===== config.mk =====
export PLATFORM = sky130hd
export DESIGN_NAME = bll_top
export DESIGN_NICKNAME = d
export VERILOG_FILES = /design/src/hw/bll_pkg.sv /design/src/hw/bll_top.sv
export VERILOG_INCLUDE_DIRS = /design/src /design/src/hw
export SDC_FILE = /design/constraint.sdc
export NUM_CORES = 1
export LEC_CHECK = 0
export BUFFER_PORTS_ARGS = -buffer_cell sky130_fd_sc_hd__clkbuf_2
export CAP_MARGIN = 20
export CORE_MARGIN = 2
export CORE_UTILIZATION = 45
export CTS_CLUSTER_DIAMETER = 30
export DETAILED_ROUTE_END_ITERATION = 8
export GPL_TIMING_DRIVEN = 0
export PLACE_DENSITY = 0.65
export SLEW_MARGIN = 30
export SYNTH_ARGS = -nofsm -noshare
export SYNTH_HDL_FRONTEND = slang
export SYNTH_SLANG_ARGS = --single-unit

===== constraint.sdc =====
create_clock -name MCLK -period 4.3 [get_ports MCLK]
set_clock_uncertainty 0.1 [all_clocks]
set_input_delay 0.86 -clock MCLK [delete_from_list [all_inputs] [get_ports MCLK]]
set_output_delay 0.86 -clock MCLK [all_outputs]
set_load 0.05 [all_outputs]

===== src/hw/bll_map.svh =====
// Purpose: Register indices, field positions, reset values and timing counts of the lighting link.
// Assumes: Register byte address is four times the register index.
// Notes: Definitions only; included by the principal design file.
`ifndef BLL_MAP_SVH
`define BLL_MAP_SVH

// ============================================================
// Register indices
`define BLL_IDX_PRESCALE 8'h40
`define BLL_IDX_FWD_ADDR 8'h41
`define BLL_IDX_FWD_DATA 8'h42
`define BLL_IDX_REPLY 8'h43
`define BLL_IDX_CONTROL 8'h44
`define BLL_IDX_STATUS 8'h45
`define BLL_ADDR_W 9

// ============================================================
// Control register fields
`define BLL_CTL_ENABLE 3
`define BLL_CTL_ACK 2
`define BLL_CTL_XMIT 1
`define BLL_CTL_FORCE 0

// ============================================================
// Status register fields
`define BLL_STS_IRQ_EN 7
`define BLL_STS_EOT 6
`define BLL_STS_ERR 5
`define BLL_STS_RX 4

// ============================================================
// Reset values
`define BLL_RST_BYTE 8'h00

// ============================================================
// Timing counts, in sample ticks and line phases
`define BLL_SAMPLES_PER_PHASE 16
`define BLL_SAMPLE_MAJ_A 4'h6
`define BLL_SAMPLE_MAJ_B 4'h7
`define BLL_SAMPLE_DECIDE 4'h8
`define BLL_FAIL_BITS 2
`define BLL_FAIL_TICKS (`BLL_FAIL_BITS * 2 * `BLL_SAMPLES_PER_PHASE)
`define BLL_RX_DATA_FIRST 6'h02
`define BLL_RX_STOP_FIRST 6'h22
`define BLL_RX_LAST 6'h25
`define BLL_TX_LAST 6'h15

`endif


===== src/hw/bll_pkg.sv =====
// Purpose: Types shared by the lighting link design.
// Assumes: Constants live in bll_map.svh.
// Notes: Core state travels as one packed struct.
package bll_pkg;

    // ============================================================
    // Sequencer states
    typedef enum logic [1:0] {
        BLL_IDLE,
        BLL_RX,
        BLL_WAIT,
        BLL_TX
    } bll_state_t;

    // ============================================================
    // Link core state
    typedef struct packed {
        bll_state_t state;
        logic xmit_mode;
        logic last_tx;
        logic [7:0] presc;
        logic [3:0] samp;
        logic line_prev;
        logic s6;
        logic s7;
        logic [5:0] phase_idx;
        logic [3:0] psh;
        logic [15:0] shreg;
        logic [6:0] low_cnt;
        logic tx_line;
        logic [7:0] fwd_addr;
        logic [7:0] fwd_data;
        logic [3:0] phase_cap;
        logic en_q;
        logic end_of_transfer_event;
        logic err;
    } bll_core_t;

    // ============================================================
    // Software visible control state
    typedef struct packed {
        logic [7:0] prescale;
        logic [7:0] reply;
        logic enable;
        logic xmit;
        logic force_tx;
        logic irq_en;
    } bll_ctl_t;

endpackage


===== src/hw/bll_top.sv =====
// Purpose: Bi-phase lighting link receiver and reply transmitter with Avalon-MM registers.
// Assumes: LINE_IN is synchronous to MCLK; idle line level is high.
// Notes: HALT freezes the link core; the bus keeps answering.
//
// Register access over Avalon-MM and the placing of the registers were chosen for this implementation.
`timescale 1ns/1ps
`include "bll_map.svh"
`default_nettype none

// Operation
// - After reset the link waits in receive state for a logical-one start bit.
// - A 4-bit pre-shifter checks format; errors drop the frame, back to receive.
// - Good frame bits shift MSB first into 16 bits; bytes go to address/data registers.
// - A stored forward frame sets the end-of-transfer flag.
// - In transmit state the reply byte shifts out bi-phase, MSB first.
// - A finished reply frame sets the end-of-transfer flag.
// - No transfer starts while end-of-transfer is set, except after enable is cleared and set again; acknowledge releases it.
// - The line input always feeds the pre-shifter, in either state.
// - Force-transmit sends the reply byte without a forward frame, then flags end.
// - Normally a reply only follows a forward frame, never another reply.
// - The enable bit switches the link and resets the whole sequencer.
// - In receive state, line low for two bit periods sets the error flag.
// - Reading the status register clears the error flag.
// - Halt freezes link state except flag clears by acknowledge and status read; wait and active-halt change nothing.
// - End-of-transfer is the interrupt flag, gated by its enable bit.
// - Sixteen samples per phase; majority of 6,7,8; shift at the ninth sample.
// - Each line edge captures the sample count into status low bits, then clears it except in transmit state.
// - Data rate is MCLK divided by (N+1)*32, N the prescaler value.
// - Forward frame: start one, address byte, data byte, two high stop bits.
// - Reply frame: start one, data byte, two high stop bits.
// - Acknowledge clears end-of-transfer and reads back as zero.
// - Receive flag reads one in receive state, zero in transmit state.
module bll_top
    import bll_pkg::*;
(
    input wire logic MCLK,
    input wire logic RESET_N,
    input wire logic [`BLL_ADDR_W-1:0] AVS_ADDRESS,
    input wire logic AVS_READ,
    input wire logic AVS_WRITE,
    input wire logic [31:0] AVS_WRITEDATA,
    input wire logic [3:0] AVS_BYTEENABLE,
    output logic [31:0] AVS_READDATA,
    output logic AVS_WAITREQUEST,
    input wire logic LINE_IN,
    output logic LINE_OUT,
    input wire logic HALT,
    output logic IRQ
);

    // ============================================================
    // Address decode

    // Byte address of a register from its index.
    function automatic logic [`BLL_ADDR_W-1:0] reg_addr(input logic [7:0] idx);
        reg_addr = `BLL_ADDR_W'({idx, 2'b00});
    endfunction

    logic req;
    logic acc_q;
    logic next_acc_q;
    logic accept;
    logic wr_lane;
    logic [7:0] wbyte;
    logic wr_ctl;
    logic rd_status;
    logic ack_pulse;
    bll_ctl_t ctl;
    bll_ctl_t next_ctl;
    bll_core_t core;
    bll_core_t next_core;
    logic [31:0] next_rdata;
    logic [7:0] rd_byte;

    // Every access waits one cycle so read data can come from a flip-flop.
    assign req = AVS_READ | AVS_WRITE;
    assign AVS_WAITREQUEST = req & ~acc_q;
    assign accept = req & acc_q;
    assign wr_lane = AVS_WRITE & accept & AVS_BYTEENABLE[0];
    assign wbyte = AVS_WRITEDATA[7:0];
    assign wr_ctl = wr_lane & (AVS_ADDRESS == reg_addr(`BLL_IDX_CONTROL));
    assign ack_pulse = wr_ctl & wbyte[`BLL_CTL_ACK];
    assign rd_status = AVS_READ & accept & (AVS_ADDRESS == reg_addr(`BLL_IDX_STATUS));

    // ============================================================
    // Bus slave and control registers

    // Read mux; unmapped addresses read zero and ignore writes.
    always_comb
    begin
        rd_byte = `BLL_RST_BYTE;
        case (AVS_ADDRESS)
            reg_addr(`BLL_IDX_PRESCALE): rd_byte = ctl.prescale;
            reg_addr(`BLL_IDX_FWD_ADDR): rd_byte = core.fwd_addr;
            reg_addr(`BLL_IDX_FWD_DATA): rd_byte = core.fwd_data;
            reg_addr(`BLL_IDX_REPLY): rd_byte = ctl.reply;
            reg_addr(`BLL_IDX_CONTROL): rd_byte = {4'h0, ctl.enable, 1'b0, ctl.xmit, ctl.force_tx};
            reg_addr(`BLL_IDX_STATUS): rd_byte = {ctl.irq_en, core.end_of_transfer_event, core.err,
                                                  ~core.xmit_mode, core.phase_cap};
            default: rd_byte = `BLL_RST_BYTE;
        endcase
    end

    // Next values of the bus handshake, read data and control bits.
    always_comb
    begin
        next_acc_q = req & ~acc_q;
        next_rdata = AVS_READDATA;
        next_ctl = ctl;
        if (AVS_READ & ~acc_q)
        begin
            next_rdata = {24'h000000, rd_byte};
        end
        if (wr_lane)
        begin
            case (AVS_ADDRESS)
                reg_addr(`BLL_IDX_PRESCALE): next_ctl.prescale = wbyte;
                reg_addr(`BLL_IDX_REPLY): next_ctl.reply = wbyte;
                reg_addr(`BLL_IDX_CONTROL):
                begin
                    next_ctl.enable = wbyte[`BLL_CTL_ENABLE];
                    next_ctl.xmit = wbyte[`BLL_CTL_XMIT];
                    next_ctl.force_tx = wbyte[`BLL_CTL_FORCE];
                end
                reg_addr(`BLL_IDX_STATUS): next_ctl.irq_en = wbyte[`BLL_STS_IRQ_EN];
                default: next_ctl = ctl;
            endcase
        end
    end

    // Registers of the bus group.
    always_ff @(posedge MCLK)
    begin
        if (!RESET_N)
        begin
            acc_q <= 1'b0;
            AVS_READDATA <= 32'h00000000;
            ctl <= '0;
        end
        else
        begin
            acc_q <= next_acc_q;
            AVS_READDATA <= next_rdata;
            ctl <= next_ctl;
        end
    end

    // ============================================================
    // Link core

    logic tick;
    logic edge_seen;
    logic maj;
    logic phase_done;
    logic [3:0] psh_new;
    logic odd_phase;
    logic tx_bit;
    logic tx_level;
    logic rx_side;

    // Sample tick: prescaler counts 0..N, giving MCLK/(N+1) samples, 16 per phase.
    assign tick = (core.presc == ctl.prescale);
    assign edge_seen = tick & (LINE_IN != core.line_prev);
    // Phase level is the majority of samples 6, 7 and 8, decided at the ninth sample.
    assign maj = (core.s6 & core.s7) | (core.s6 & LINE_IN) | (core.s7 & LINE_IN);
    assign phase_done = tick & (core.samp == `BLL_SAMPLE_DECIDE);
    assign psh_new = {core.psh[2:0], maj};
    assign odd_phase = core.phase_idx[0];
    assign rx_side = ~core.xmit_mode;
    // Reply bit being sent and the line level for the current phase.
    assign tx_bit = core.shreg[15];
    always_comb
    begin
        if (core.phase_idx < `BLL_RX_DATA_FIRST)
        begin
            tx_level = odd_phase; // Start bit: low then high.
        end
        else if (core.phase_idx < 6'h12)
        begin
            tx_level = odd_phase ? tx_bit : ~tx_bit;
        end
        else
        begin
            tx_level = 1'b1; // Stop bits stay high with no phase change.
        end
    end

    // Next core state; while HALT is high everything holds except flag clears by acknowledge and status read.
    always_comb
    begin
        next_core = core;
        next_core.en_q = ctl.enable;
        // Acknowledge clears end-of-transfer unless a new end arrives in the same cycle.
        if (ack_pulse)
        begin
            next_core.end_of_transfer_event = 1'b0;
        end
        if (rd_status)
        begin
            next_core.err = 1'b0;
        end
        if (HALT)
        begin
            next_core = core;
            next_core.end_of_transfer_event = core.end_of_transfer_event & ~ack_pulse;
            next_core.err = core.err & ~rd_status;
        end
        else if (!ctl.enable)
        begin
            // Disabled: sequencer held in its reset state, line released high.
            next_core.state = BLL_IDLE;
            next_core.xmit_mode = 1'b0;
            next_core.last_tx = 1'b0;
            next_core.presc = 8'h00;
            next_core.samp = 4'h0;
            next_core.line_prev = 1'b1;
            next_core.psh = 4'h0;
            next_core.phase_idx = 6'h00;
            next_core.low_cnt = 7'h00;
            next_core.tx_line = 1'b1;
        end
        else if (!core.en_q)
        begin
            // Enable just rose: fresh sequencer, forced mode goes straight to transmit.
            next_core.presc = 8'h00;
            next_core.samp = 4'h0;
            next_core.phase_idx = 6'h00;
            if (ctl.force_tx)
            begin
                next_core.state = BLL_TX;
                next_core.xmit_mode = 1'b1;
                next_core.shreg = {ctl.reply, 8'h00};
            end
        end
        else
        begin
            next_core.presc = tick ? 8'h00 : 8'(core.presc + 8'h01);
            if (tick)
            begin
                next_core.line_prev = LINE_IN;
                next_core.samp = 4'(core.samp + 4'h1);
                if (core.samp == `BLL_SAMPLE_MAJ_A)
                begin
                    next_core.s6 = LINE_IN;
                end
                if (core.samp == `BLL_SAMPLE_MAJ_B)
                begin
                    next_core.s7 = LINE_IN;
                end
                // Line failure watch counts low samples in receive state only.
                if (LINE_IN | ~rx_side)
                begin
                    next_core.low_cnt = 7'h00;
                end
                else if (core.low_cnt == 7'(`BLL_FAIL_TICKS - 1))
                begin
                    next_core.err = 1'b1;
                    next_core.low_cnt = 7'h00;
                end
                else
                begin
                    next_core.low_cnt = 7'(core.low_cnt + 7'h01);
                end
            end
            if (edge_seen)
            begin
                // Edges resynchronise the phase timing to the incoming line.
                next_core.phase_cap = core.samp;
                next_core.samp = 4'h0;
            end
            if (phase_done)
            begin
                next_core.psh = psh_new;
            end
            case (core.state)
                BLL_IDLE:
                begin
                    // A falling edge opens the low half of a start bit.
                    if (edge_seen & ~LINE_IN)
                    begin
                        next_core.state = BLL_RX;
                        next_core.phase_idx = 6'h00;
                    end
                end
                BLL_RX:
                begin
                    if (phase_done)
                    begin
                        next_core.phase_idx = 6'(core.phase_idx + 6'h01);
                        if (core.phase_idx == 6'h01 && psh_new[1:0] != 2'b01)
                        begin
                            next_core.err = 1'b1;
                            next_core.state = BLL_IDLE;
                        end
                        else if (odd_phase && core.phase_idx < `BLL_RX_STOP_FIRST)
                        begin
                            if (psh_new[1] == psh_new[0])
                            begin
                                next_core.err = 1'b1;
                                next_core.state = BLL_IDLE;
                            end
                            else if (core.phase_idx > `BLL_RX_DATA_FIRST)
                            begin
                                next_core.shreg = {core.shreg[14:0], maj};
                            end
                        end
                        else if (core.phase_idx == `BLL_RX_LAST)
                        begin
                            if (psh_new == 4'hf)
                            begin
                                next_core.fwd_addr = core.shreg[15:8];
                                next_core.fwd_data = core.shreg[7:0];
                                next_core.end_of_transfer_event = 1'b1;
                                next_core.last_tx = 1'b0;
                                next_core.state = BLL_WAIT;
                            end
                            else
                            begin
                                next_core.err = 1'b1;
                                next_core.state = BLL_IDLE;
                            end
                        end
                    end
                end
                BLL_WAIT:
                begin
                    // Nothing starts until software acknowledges the last transfer.
                    if (ack_pulse)
                    begin
                        next_core.phase_idx = 6'h00;
                        next_core.samp = 4'h0;
                        if (next_ctl.force_tx | (next_ctl.xmit & ~core.last_tx))
                        begin
                            next_core.state = BLL_TX;
                            next_core.xmit_mode = 1'b1;
                            next_core.shreg = {ctl.reply, 8'h00};
                        end
                        else
                        begin
                            // A second reply in a row is refused; the link listens again.
                            next_core.state = BLL_IDLE;
                            next_core.xmit_mode = 1'b0;
                        end
                    end
                end
                BLL_TX:
                begin
                    next_core.tx_line = tx_level;
                    if (tick && core.samp == 4'hf)
                    begin
                        next_core.phase_idx = 6'(core.phase_idx + 6'h01);
                        if (odd_phase && core.phase_idx >= `BLL_RX_DATA_FIRST
                            && core.phase_idx < 6'h12)
                        begin
                            next_core.shreg = {core.shreg[14:0], 1'b0};
                        end
                        if (core.phase_idx == `BLL_TX_LAST)
                        begin
                            next_core.end_of_transfer_event = 1'b1;
                            next_core.last_tx = 1'b1;
                            next_core.tx_line = 1'b1;
                            next_core.state = BLL_WAIT;
                        end
                    end
                end
                default: next_core.state = BLL_IDLE;
            endcase
            // The transmitter times itself, so line edges must not disturb its counter.
            if (core.state == BLL_TX)
            begin
                next_core.samp = tick ? 4'(core.samp + 4'h1) : core.samp;
            end
        end
    end

    // Registers of the core group.
    always_ff @(posedge MCLK)
    begin
        if (!RESET_N)
        begin
            core <= '{state: BLL_IDLE, line_prev: 1'b1, tx_line: 1'b1, default: '0};
        end
        else
        begin
            core <= next_core;
        end
    end

    // ============================================================
    // Outputs

    // Line driven from a flip-flop; interrupt is flag gated by enable.
    assign LINE_OUT = core.tx_line;
    assign IRQ = core.end_of_transfer_event & ctl.irq_en;

endmodule

`default_nettype wire


Word-level counts from Yosys, hierarchy flattened
Cells that the tools add are included.
{"block": "op_classes", "n_addsub": 4, "mul": 0, "div_mod_pow": 0, "n_lt_le_gt_ge": 5, "eq_ne": 55, "shifts": 0, "n_mux": 100, "bitwise_logic": 34, "n_reduce_logical": 24}
{"op": "$mux 16", "count": 17}
{"op": "$eq 9x9->1 const B", "count": 6}
{"op": "$ne 3x3->1 const B", "count": 17}
{"op": "$pmux 16 s3", "count": 1}
{"op": "$pmux 8 s6", "count": 1}
{"op": "$mux 1", "count": 33}
{"op": "$mux 4", "count": 8}
{"op": "$mux 2", "count": 15}
{"op": "$mux 6", "count": 5}
{"op": "$mux 28", "count": 1}
{"op": "$mux 7", "count": 4}
{"op": "$ne 4x4->1 const B", "count": 6}
{"op": "$pmux 6 s4", "count": 1}
{"op": "$and 1x1->1", "count": 19}
{"op": "$mux 3", "count": 6}
{"op": "$reduce_and 9->1", "count": 2}
{"op": "$mux 17", "count": 1}
{"op": "$mux 8", "count": 2}
{"op": "$reduce_and 5->1", "count": 3}
{"op": "$reduce_and 13->1", "count": 1}
{"op": "$eq 4x4->1 const B", "count": 3}
{"op": "$mux 12", "count": 1}
{"op": "$ne 6x6->1 const B", "count": 2}
{"op": "$mux 10", "count": 1}
{"op": "other kinds (34)", "count": 66}
{"block": "totals", "ff_bits": 104, "latchBits": 0, "mem_bits_rw": 0, "romBits": 0, "in_bits": 51, "output_inout_bits": 35, "wordCells": 249, "n_memories": 0}

Longest topological paths before layout
Gate-level depths: netlist (run 1).
{"block": "logic_depth", "depth_word": 17, "depth_mapped": 11, "ltp_nobuf": 9}

Worst setup path after synthesis (run 1)
Ideal clock, no wire load.
{"block": "synth_timing", "path_type": "input -> register", "from": "in LINE_IN", "to": "reg core[10] in the netlist's numbering", "setup_time_ns": 0.116, "t_arrival_ns": 2.922, "t_required_ns": 4.084, "path_slack_ns": 1.162, "stages": 9, "n_path_buf": 2, "cell_sequence": "clkbuf_1 maj3_1 ha_1 nand4_1 a221o_1 nor4_4 buf_6 mux2i_1 nor2b_1"}
{"block": "synth_via", "elab_chain_len": 7, "word_cells_on_any_way": 9, "classes_between": "eq/ne: 2; bitwise: 5; reduce/logical: 2"}
{"element": "start, declared", "line_no": "bll_top.sv:45", "source": "input wire logic LINE_IN,"}
{"element": "$and 1x1->1", "line_no": "bll_top.sv:165", "source": "assign maj = (core.s6 & core.s7) | (core.s6 & LINE_IN) | (core.s7 & LINE_IN);"}
{"element": "$or 1x1->1", "line_no": "bll_top.sv:165"}
{"element": "$or 1x1->1 (*)", "line_no": "bll_top.sv:165"}
{"element": "$ne 2x1->1", "line_no": "bll_top.sv:290", "source": "if (core.phase_idx == 6'h01 && psh_new[1:0] != 2'b01)"}
{"element": "$logic_and 1x1->1", "line_no": "bll_top.sv:290"}
{"element": "$not 1->1 (no line)"}
{"element": "$reduce_and 9->1 (no line) (*)"}
{"element": "end signal, assigned", "line_no": "bll_top.sv:385", "source": "core <= next_core;"}
{"element": "end, declared", "line_no": "bll_top.sv:70", "source": "bll_core_t core;"}
Every way passes the cells marked *; elsewhere a longest branch is shown, timed or not.
A chain may end at the register's enable or synchronous reset.

Worst setup path after layout (run 1)
{"block": "layout_timing", "from": "in LINE_IN", "to": "reg core[21] in the netlist's numbering"}
Same word-level chain as after synthesis.

==> results of run 1 <==
[stage by stage]
stage | std cells | total power, mW | worst slack, ns | hold slack [ns]
after floorplan | 675 | 1.12 | 1.16 | 0.325
final | 892 | 2.08 | 0.905 | 0.356
after CTS | 892 | 2.09 | 0.931 | 0.353
after global routing | 892 | 2.13 | 0.753 | 0.370
after global placement | 876 | 1.16 | 0.553 | 0.335
after detailed placement | 876 | 1.16 | 0.548 | 0.341
[path summary, 6_finish.rpt]
check	to	cells past startpoint
hold / removal	core[30]$_SDFFE_PN0P_	2
setup / recovery	core[21]$_SDFFE_PN0P_	9
setup reg to reg	core[21]$_SDFFE_PN0P_	8
hold reg to reg	core[30]$_SDFFE_PN0P_	2
[layer usage]
metal  vias to the layer above  GRT usage
met5                         -          0
met4                         0     0.0792
met3                        26     0.0463
met2                       147      0.400
met1                      2365      0.302
li1                       2385          -
[where the power goes]
group          total (mW)  internal (mW)  switching [mW]
Sequential          0.969          0.965         0.00351
Clock               0.935          0.524           0.411
Combinational       0.172         0.0515           0.121
[sequential cells by signal, indices dropped and copies added (netlist names)]
signal	cells
LINE_OUT	1
ctl	20
core	74
AVS_READDATA	8
acc_q	1
[tightest hold or removal path: stages (launching register included)]
cell,delay [ns]
dfxtp_1,0.33
nand2_1,0.06
nor2_1,0.03
[logic make-up after synthesis]
group,count (synthesis)
AO/OA/AOI/OAI,124
XOR/XNOR,21
adder cells (fa/ha/maj),15
buffers and inverters,76
flip-flops,104
multiplexers,58
other,1
AND/OR/NAND/NOR,253
[layout by cell type (no fill, tap or decap), types with 6 or more instances in the layout]
cell type | netlist | final
and2_1 | 6 | 6
clkbuf_16 | 0 | 9
dfxtp_1 | 104 | 104
nor2_1 | 41 | 41
nand2_1 | 45 | 45
nand4b_1 | 8 | 8
o211ai_1 | 8 | 8
o21ai_0 | 30 | 30
conb_1 | 1 | 24
nor2b_1 | 60 | 60
ha_1 | 14 | 14
clkbuf_1 | 30 | 30
nand4_1 | 7 | 7
nand3_1 | 38 | 38
a22oi_1 | 10 | 10
a21boi_0 | 7 | 7
a21boi_1 | 8 | 8
inv_1 | 13 | 13
xor2_1 | 16 | 16
clkbuf_2 | 0 | 29
buf_4 | 25 | 25
nand2b_1 | 13 | 13
mux2i_1 | 51 | 51
a21oi_1 | 20 | 20
o211a_1 | 10 | 10
[layout make-up]
cell class / instances / area [um2] / area share
Sequential cell: 104 / 2080 / 0.319
Clock inverter: 7 / 114 / 0.0174
Tap cell: 172 / 215 / 0.0330
Multi-Input combinational cell: 495 / 3350 / 0.514
Timing Repair Buffer: 29 / 145 / 0.0222
Clock buffer: 9 / 225 / 0.0345
Inverter: 13 / 48.8 / 0.00748
Buffer: 63 / 344 / 0.0527
==> impl_metrics.toml, run 1 <==
[global_routing]
grt_use_total = 0.236
grt_max_degree = 20
grt-ovfl-total = 0
grt_pass1_wl_mm = 24.3
grt_pass1_vias = 4690
antenna_found_initial = 0

[layout]
drive_above_1_share = 0.129
final_cell_area_um2 = 6530
diodes = 0
area_delta_synth_final_pct = 13.7
fillers = 1213
utilization = 0.521
fin_nets = 780

[place]
place_area_um2 = 6190
place_hpwl_mm = 11.6
routabilityCongestion = 0.895
port_buffers = 29

[drt]
wl_mm = 15.6
wl_met2_mm = 7.50
drt-met1-wl_mm = 6.84
first_pass_iters = 5
drc = 0
vias_per_cell = 5.52
route.met3.wl_um = 874
drt_iter0_drc = 371
routed-via-count = 4923
ant_nets = 0
wire_per_inst_um = 17.5
top_layer = "met4"

[worst_setup_path]
crit_slowest_cell = "nor4_4"
arrival_ns = 3.55
critPathLaunchType = "primary input"
r2r-start = "core[75]$_SDFFE_PN0P_"
crit_family = "simple AND/OR/NAND/NOR gates"
path_class = "primary input to register"
required_ns = 4.46
crit_path_max_incr_delay_ns = 0.72
r2r_setup_slack_ns = 1.38
critPathLaunch = "LINE_IN"
path_cells = "clkbuf_1, maj3_1, ha_1, nand4_1, a221o_1, nor4_4, buf_6, mux2i_1, nor2b_1"
cp_num_buf_inv = 2
crit_path_max_fanout = 10
endpoint_kind = "register"

[floorplan]
dieArea_um2 = 13700
start_util = 0.459
die_w_um = 117
core_um2 = 12500
die_h_um = 117
io_pins = 86
fp-row-count = 41

[synth]
yosys.area_share.adder = 0.0323
synth.most_common_cell = "dfxtp_1"
yosys_register_bits = 104
synth_xor_area_frac = 0.0320
synth-async-reset-ratio = 0
synth_top_cells_by_count = "dfxtp_1, nor2b_1, mux2i_1"
synth_ff_type = "dfxtp_1"
yosysTopAreaCellShare = 0.363
synth_edf_count = 0
syn_area_per_cell_um2 = 8.81
synth_area_leaders = "dfxtp_1, mux2i_1, nor2b_1"
yosysWarnings = 0
yosysTopAreaCell = "dfxtp_1"
syn_area_um2 = 5740
synth_cell_types = 63
syn_inst = 652
synth_simple_gate_area_frac = 0.250
synth_top_family_by_area = "simple AND/OR/NAND/NOR gates"
synth_compound_area_frac = 0.147
synth_mux_area_frac = 0.107
ys_seq_area_frac = 0.363

[sta]
slew_violations = 0
worst_pin_slew_ns = 0.744
post-route-period-util = 0.790
setup_viol = 0
slew_headroom = 0.500
finalSetupTns_ns = 0
fmax_ghz = 0.295
period_needed_ns = 3.39
hold_viol = 0
rsz0062_at_grt = "no"

[clock_network]
cts-hold-fix-buffers = 0
cts_tree = "done"
h-tree-depth = 3
ctsResizeCount = 0
path_clk_slew_ns = 0.07
clock_latency_ns = 0.36
clock_sinks = 104
cts_root_buffer = "clkbuf_16"
cts_setup_buffers = 0
cts_buffers = 9
clock_path_buffers = 2

[pwr]
peakVddDrop_mv = 0.218
power_density_nw_per_um2 = 318
leakage_nw = 2.57

[status]
status = "completed"

[hold_path]
worstHoldPathType = "register to register"
hp-start = "core[30]$_SDFFE_PN0P_"

[job]
cap_violations = 0
(Power assumes the default switching activity.)
==> run 2: changes to the inputs <==
--- a/config.mk
+++ b/config.mk
@@ -13,7 +13,7 @@
 export CTS_CLUSTER_DIAMETER = 30
 export DETAILED_ROUTE_END_ITERATION = 8
 export GPL_TIMING_DRIVEN = 0
-export PLACE_DENSITY = 0.65
+export PLACE_DENSITY = 0.68
 export SLEW_MARGIN = 30
 export SYNTH_ARGS = -nofsm -noshare
 export SYNTH_HDL_FRONTEND = slang
==> constraint.sdc (replaced) <==
create_clock -name MCLK -period 2.82 [get_ports MCLK]
set_clock_uncertainty 0.1 [all_clocks]
set_input_delay 0.564 -clock MCLK [delete_from_list [all_inputs] [get_ports MCLK]]
set_output_delay 0.564 -clock MCLK [all_outputs]
set_load 0.05 [all_outputs]
==> run 2 against run 1 <==
Clock power is 34% higher. Core utilization is 0.070 points lower. Sequential power is 53% higher. First-iteration DRC count is 4.3% higher. Sequential share of layout area hardly changed. Global-route usage hardly changed. Non-clock buffer count is 4 higher. Wire length is 0.71% lower. Combinational power is 53% higher. Critical endpoint is now core[22]$_SDFFE_PN0P_.
==> impl_metrics.toml, run 2 (synthesized netlist as in run 1, its figures left out) <==
[worst_setup_path]
r2r-start = "core[53]$_SDFFE_PN0P_"
crit_slowest_cell = "nor4_4"
r2r_setup_slack_ns = 0.23
required_ns = 2.97
endpoint_kind = "register"
cp_num_buf_inv = 2
path_class = "primary input to register"
ff2ff_path_depth = 9
path_cells = "clkbuf_1, maj3_2, ha_1, nand4_1, a221o_1, nor4_4, buf_6, mux2i_1, nor2b_1"
crit_family = "simple AND/OR/NAND/NOR gates"
r2r-end = "core[45]$_SDFFE_PN0P_"
crit_path_max_fanout = 10
critPathLaunchType = "primary input"
crit_path_max_incr_delay_ns = 0.43
arrival_ns = 2.83

[global_routing]
grt-ovfl-total = 0
antenna_found_initial = 0
grt_pass1_vias = 4616
grt_use_total = 0.236
grt_pass1_wl_mm = 24.5
grt_max_degree = 19

[clock_network]
h-tree-depth = 3
path_clk_slew_ns = 0.07
clock_latency_ns = 0.36
clock_path_buffers = 2
clock_sinks = 104
cts_root_buffer = "clkbuf_16"
cts_buffers = 9
cts-hold-fix-buffers = 0
cts_tree = "done"

[layout]
layout_common_cells = "dfxtp_1, nor2b_1, mux2i_1"
fin_nets = 784
stdcell_count = 896
utilization = 0.521
final_cell_area_um2 = 6520
largestRegisters = "core x74, ctl x20, AVS_READDATA x8"
diodes = 0
largest_register_ffs = 74
area_delta_synth_final_pct = 13.5
layout_commonest_cell = "dfxtp_1"
regMostFlops = "core"
drive_above_1_share = 0.137

[sta]
hold_viol = 0
slew_violations = 0
setup_viol = 0
period_needed_ns = 2.68
rsz0062_at_grt = "no"
finalSetupTns_ns = 0
timing.final.ws_setup_ns = 0.138
fmax_ghz = 0.373
slew_headroom = 0.543
worst_pin_slew_ns = 0.685
hold_slack_ns = 0.348
post-route-period-util = 0.951

[hold_path]
hold_end = "core[30]$_SDFFE_PN0P_"
worstHoldPathType = "register to register"
min_path_cells = 2
hp-start = "core[30]$_SDFFE_PN0P_"

[floorplan]
die_h_um = 117
start_util = 0.459
die_w_um = 117
io_pins = 86
dieArea_um2 = 13700
core_um2 = 12500
fp-row-count = 41

[drt]
routed-via-count = 4896
wire_per_inst_um = 17.3
vias_per_cell = 5.46
first_pass_iters = 4
wl_mm = 15.5
ant_nets = 0
drt_iter0_drc = 387
drc = 0

[pwr]
peakVddDrop_mv = 0.397
finalPower_mw = 2.99
power_density_nw_per_um2 = 459
leakage_nw = 2.56

[place]
routabilityCongestion = 0.913
dp.cells = 876
place_area_um2 = 6190
port_buffers = 29
place_hpwl_mm = 11.4
place_ws_ns = -0.564

[status]
status = "completed"

[job]
cap_violations = 0
run 2: cell count changes in the layout (fill, tap and decap cells not counted), sizes merged:
cell	delta
bufinv	-2
inv	+1
clkbuf	+1
clkinv	-1
clkinvlp	+1
buf	+4
run 2: layout make-up:
| cell class | count | area [um2] |
|---|---|---|
| fillers | 1271 | 6000 |
| plain buffers | 63 | 344 |
| repair buffers | 33 | 175 |
| well taps | 172 | 215 |
| clock buffers | 10 | 239 |
| multi-input cells | 495 | 3360 |
| clock inverters | 6 | 50.0 |
| inverters | 13 | 48.8 |
| flip-flops and latches | 104 | 2080 |
run 2: worst max path at each step:
stage	startpoint	endpoint	slack, ns	cells past startpoint
after floorplan	LINE_IN	core[10]$_SDFFE_PN0P_	0.04	9
after global placement	LINE_IN	core[21]$_SDFFE_PN0P_	-0.56	9
after detailed placement	LINE_IN	core[21]$_SDFFE_PN0P_	-0.56	9
after CTS	ctl[19]$_SDFFE_PN0P_	core[33]$_SDFFE_PN0P_	0.04	8
after global routing	LINE_IN	core[45]$_SDFFE_PN0P_	0.002	11
final	LINE_IN	core[22]$_SDFFE_PN0P_	0.14	9
run 2: layer usage:
layer	track usage	wire, um	vias up
met5	0	0	-
met4	0.0792	363	0
met3	0.0546	853	28
met2	0.382	7290	146
met1	0.313	6970	2332
li1	-	-	2390
run 2: timing repair:
item,in CTS,in global routing
setup endpoints to repair,10,34
resized for setup,0,3
buffers inserted,1,3
hold endpoints to repair,0,0
pin swaps,1,3
run 2: worst min-delay path, delay by kind of cell, from the launching register on:
family | cells | cell delay (ns)
flops | 1 | 0.32
simple gates | 2 | 0.09
run 2: where the power goes:
| group | internal [mW] | switching, mW | leakage, nW |
|---|---|---|---|
| clock network | 0.637 | 0.614 | 0.141 |
| logic | 0.0802 | 0.184 | 1.58 |
| registers | 1.47 | 0.00492 | 0.838 |
| total | 2.19 | 0.803 | 2.56 |
==> run 3: changes to the inputs <==
==> constraint.sdc (replaced) <==
create_clock -name MCLK -period 2.82 [get_ports MCLK]
set_clock_uncertainty 0.1 [all_clocks]
set_input_delay 0.141 -clock MCLK [delete_from_list [all_inputs] [get_ports MCLK]]
set_output_delay 0.141 -clock MCLK [all_outputs]
set_load 0.05 [all_outputs]
==> run 3 against run 2 <==
Clock power grew 5%. Wire length grew 0.18%. Largest cell class unchanged. Critical endpoint is now core[56]$_SDFFE_PN0P_. Worst setup slack lost 0.056 ns. Sequential power is essentially flat. Cell count grew 0.67%. Combinational power grew 2%. Core utilization grew 0.54 points. First-iteration DRC count shrank 19%. Sequential cell count is the same. Worst hold slack lost 0.33 ns. Largest power group unchanged. Non-clock buffer count grew 6.
==> impl_metrics.toml, run 3 (synthesized netlist as in run 1, its figures left out) <==
[worst_setup_path]
required_ns = 3.00
r2r-end = "core[56]$_SDFFE_PN0P_"
ff2ff_path_depth = 8
endpoint_kind = "register"
arrival_ns = 2.92
critPathLaunchType = "register"
r2r_setup_slack_ns = 0.08
r2r-start = "acc_q$_SDFF_PN0_"
crit_path_max_fanout = 6
path_class = "register to register"

[floorplan]
die_h_um = 117
io_pins = 86
dieArea_um2 = 13700
die_w_um = 117
start_util = 0.459
core_um2 = 12500
fp-row-count = 41

[sta]
period_needed_ns = 2.74
setup_viol = 0
hold_viol = 0
rsz0062_at_grt = "no"
fmax_ghz = 0.365
slew_violations = 0
slew_headroom = 0.497
post-route-period-util = 0.971
finalSetupTns_ns = 0
timing.final.ws_setup_ns = 0.0825
hold_slack_ns = 0.0164
worst_pin_slew_ns = 0.755

[pwr]
peakVddDrop_mv = 0.386
netSwitchingPower_uw = 801
swShare = 0.262
power_density_nw_per_um2 = 464
leakage_nw = 2.60
seqPwrFrac = 0.483
combinationalPowerShare = 0.088
p_clk_frac = 0.429
intPower_mw = 2.26

[place]
place_hpwl_mm = 11.4
routabilityCongestion = 0.911
place_ws_ns = -0.179
port_buffers = 29

[layout]
diodes = 0
regMostFlops = "core"
layout_commonest_cell = "dfxtp_1"
fin_nets = 790
largest_register_ffs = 74
largestRegisters = "core x74, ctl x20, AVS_READDATA x8"
layout_common_cells = "dfxtp_1, nor2b_1, mux2i_1"
area_delta_synth_final_pct = 14.7
utilization = 0.526
drive_above_1_share = 0.136
fillers = 1200

[hold_path]
hp-start = "AVS_WRITEDATA[3]"
min_path_cells = 3
worstHoldPathType = "primary input to register"
hold_end = "ctl[15]$_SDFFE_PN0P_"

[clock_network]
cts_tree = "done"
cts_buffers = 9
clock_sinks = 104
path_clk_slew_ns = 0.07
clock_latency_ns = 0.36
h-tree-depth = 3
cts_root_buffer = "clkbuf_16"
clock_path_buffers = 2

[global_routing]
grt_pass1_wl_mm = 24.7
antenna_found_initial = 0
grt_use_total = 0.239
grt_max_degree = 19
grt-ovfl-total = 0
grt_pass1_vias = 4739

[drt]
drt_iter0_drc = 315
routed-via-count = 4974
top_layer = "met4"
first_pass_iters = 7
ant_nets = 0
wl_mm = 15.5
drc = 0
wl_met2_mm = 7.12
route.met3.wl_um = 888
vias_per_cell = 5.51
wire_per_inst_um = 17.2
drt-met1-wl_mm = 6.91

[status]
status = "completed"

[job]
cap_violations = 0
-- run 3: changes by cell type in the layout (fill, tap and decap cells not counted), sizes merged --
| cell | change |
|---|---|
| bufinv | +1 |
| clkinvlp | -1 |
| clkbuf | -1 |
| clkinv | +1 |
| buf | +1 |
| dlygate4sd3 | +5 |
-- run 3: repair_timing --
| action | 4_1_cts | 5_1_grt |
|---|---|---|
| pin swaps | 1 | 2 |
| buffers inserted | 3 | 2 |
| hold buffers | 5 | 0 |
| setup endpoints to repair | 10 | 17 |
| resized for setup | 0 | 3 |
| endpoints found under the hold margin | 10 | 0 |
-- run 3: worst max path at each step --
stage	start	end
2_1_floorplan	LINE_IN	core[10]$_SDFFE_PN0P_
3_3_place_gp	LINE_IN	core[21]$_SDFFE_PN0P_
3_5_place_dp	LINE_IN	core[21]$_SDFFE_PN0P_
4_1_cts	core[65]$_SDFFE_PN0N_	core[45]$_SDFFE_PN0P_
5_1_grt	acc_q$_SDFF_PN0_	core[56]$_SDFFE_PN0P_
6_report	acc_q$_SDFF_PN0_	core[56]$_SDFFE_PN0P_
-- run 3: metal layers --
| metal | vias to the layer above | track usage |
|---|---|---|
| li1 | 2403 | - |
| met1 | 2371 | 0.308 |
| met2 | 160 | 0.380 |
| met3 | 40 | 0.0546 |
| met4 | 0 | 0.113 |
| met5 | - | 0 |
-- run 3: layout make-up --
class	count	area, um2	area share
clock inverters	7	77.6	0.0118
inverters	13	48.8	0.00741
well taps	172	215	0.0327
repair buffers	39	233	0.0353
flip-flops and latches	104	2080	0.316
multi-input cells	495	3360	0.510
clock buffers	9	225	0.0342
plain buffers	63	345	0.0524
-- run 3: through the flow --
step	area [um2]	std cells	power, mW
after global routing	6590	902	3.16
after CTS	6560	900	3.07
after floorplan	5830	675	1.71
after global placement	6190	876	1.77
after detailed placement	6190	876	1.77
final	6590	902	3.06
-- run 3: power by group through the flow --
stage / sequential (mW) / combinational [mW] / clock (mW)
after floorplan: 1.52 / 0.191 / 0
after global placement: 1.51 / 0.257 / 0
after detailed placement: 1.51 / 0.259 / 0
after CTS: 1.48 / 0.265 / 1.33
after global routing: 1.48 / 0.288 / 1.39
final: 1.48 / 0.270 / 1.31
-- run 3: critical path, stage by stage (launching register included) --
cell	delay [ns]
dfxtp_1	0.38
and3_1	0.16
clkbuf_1	0.26
nand4_1	0.28
a22o_1	0.27
a221oi_2	0.33
nand4b_1	0.31
or4_1	0.47
o211ai_1	0.10
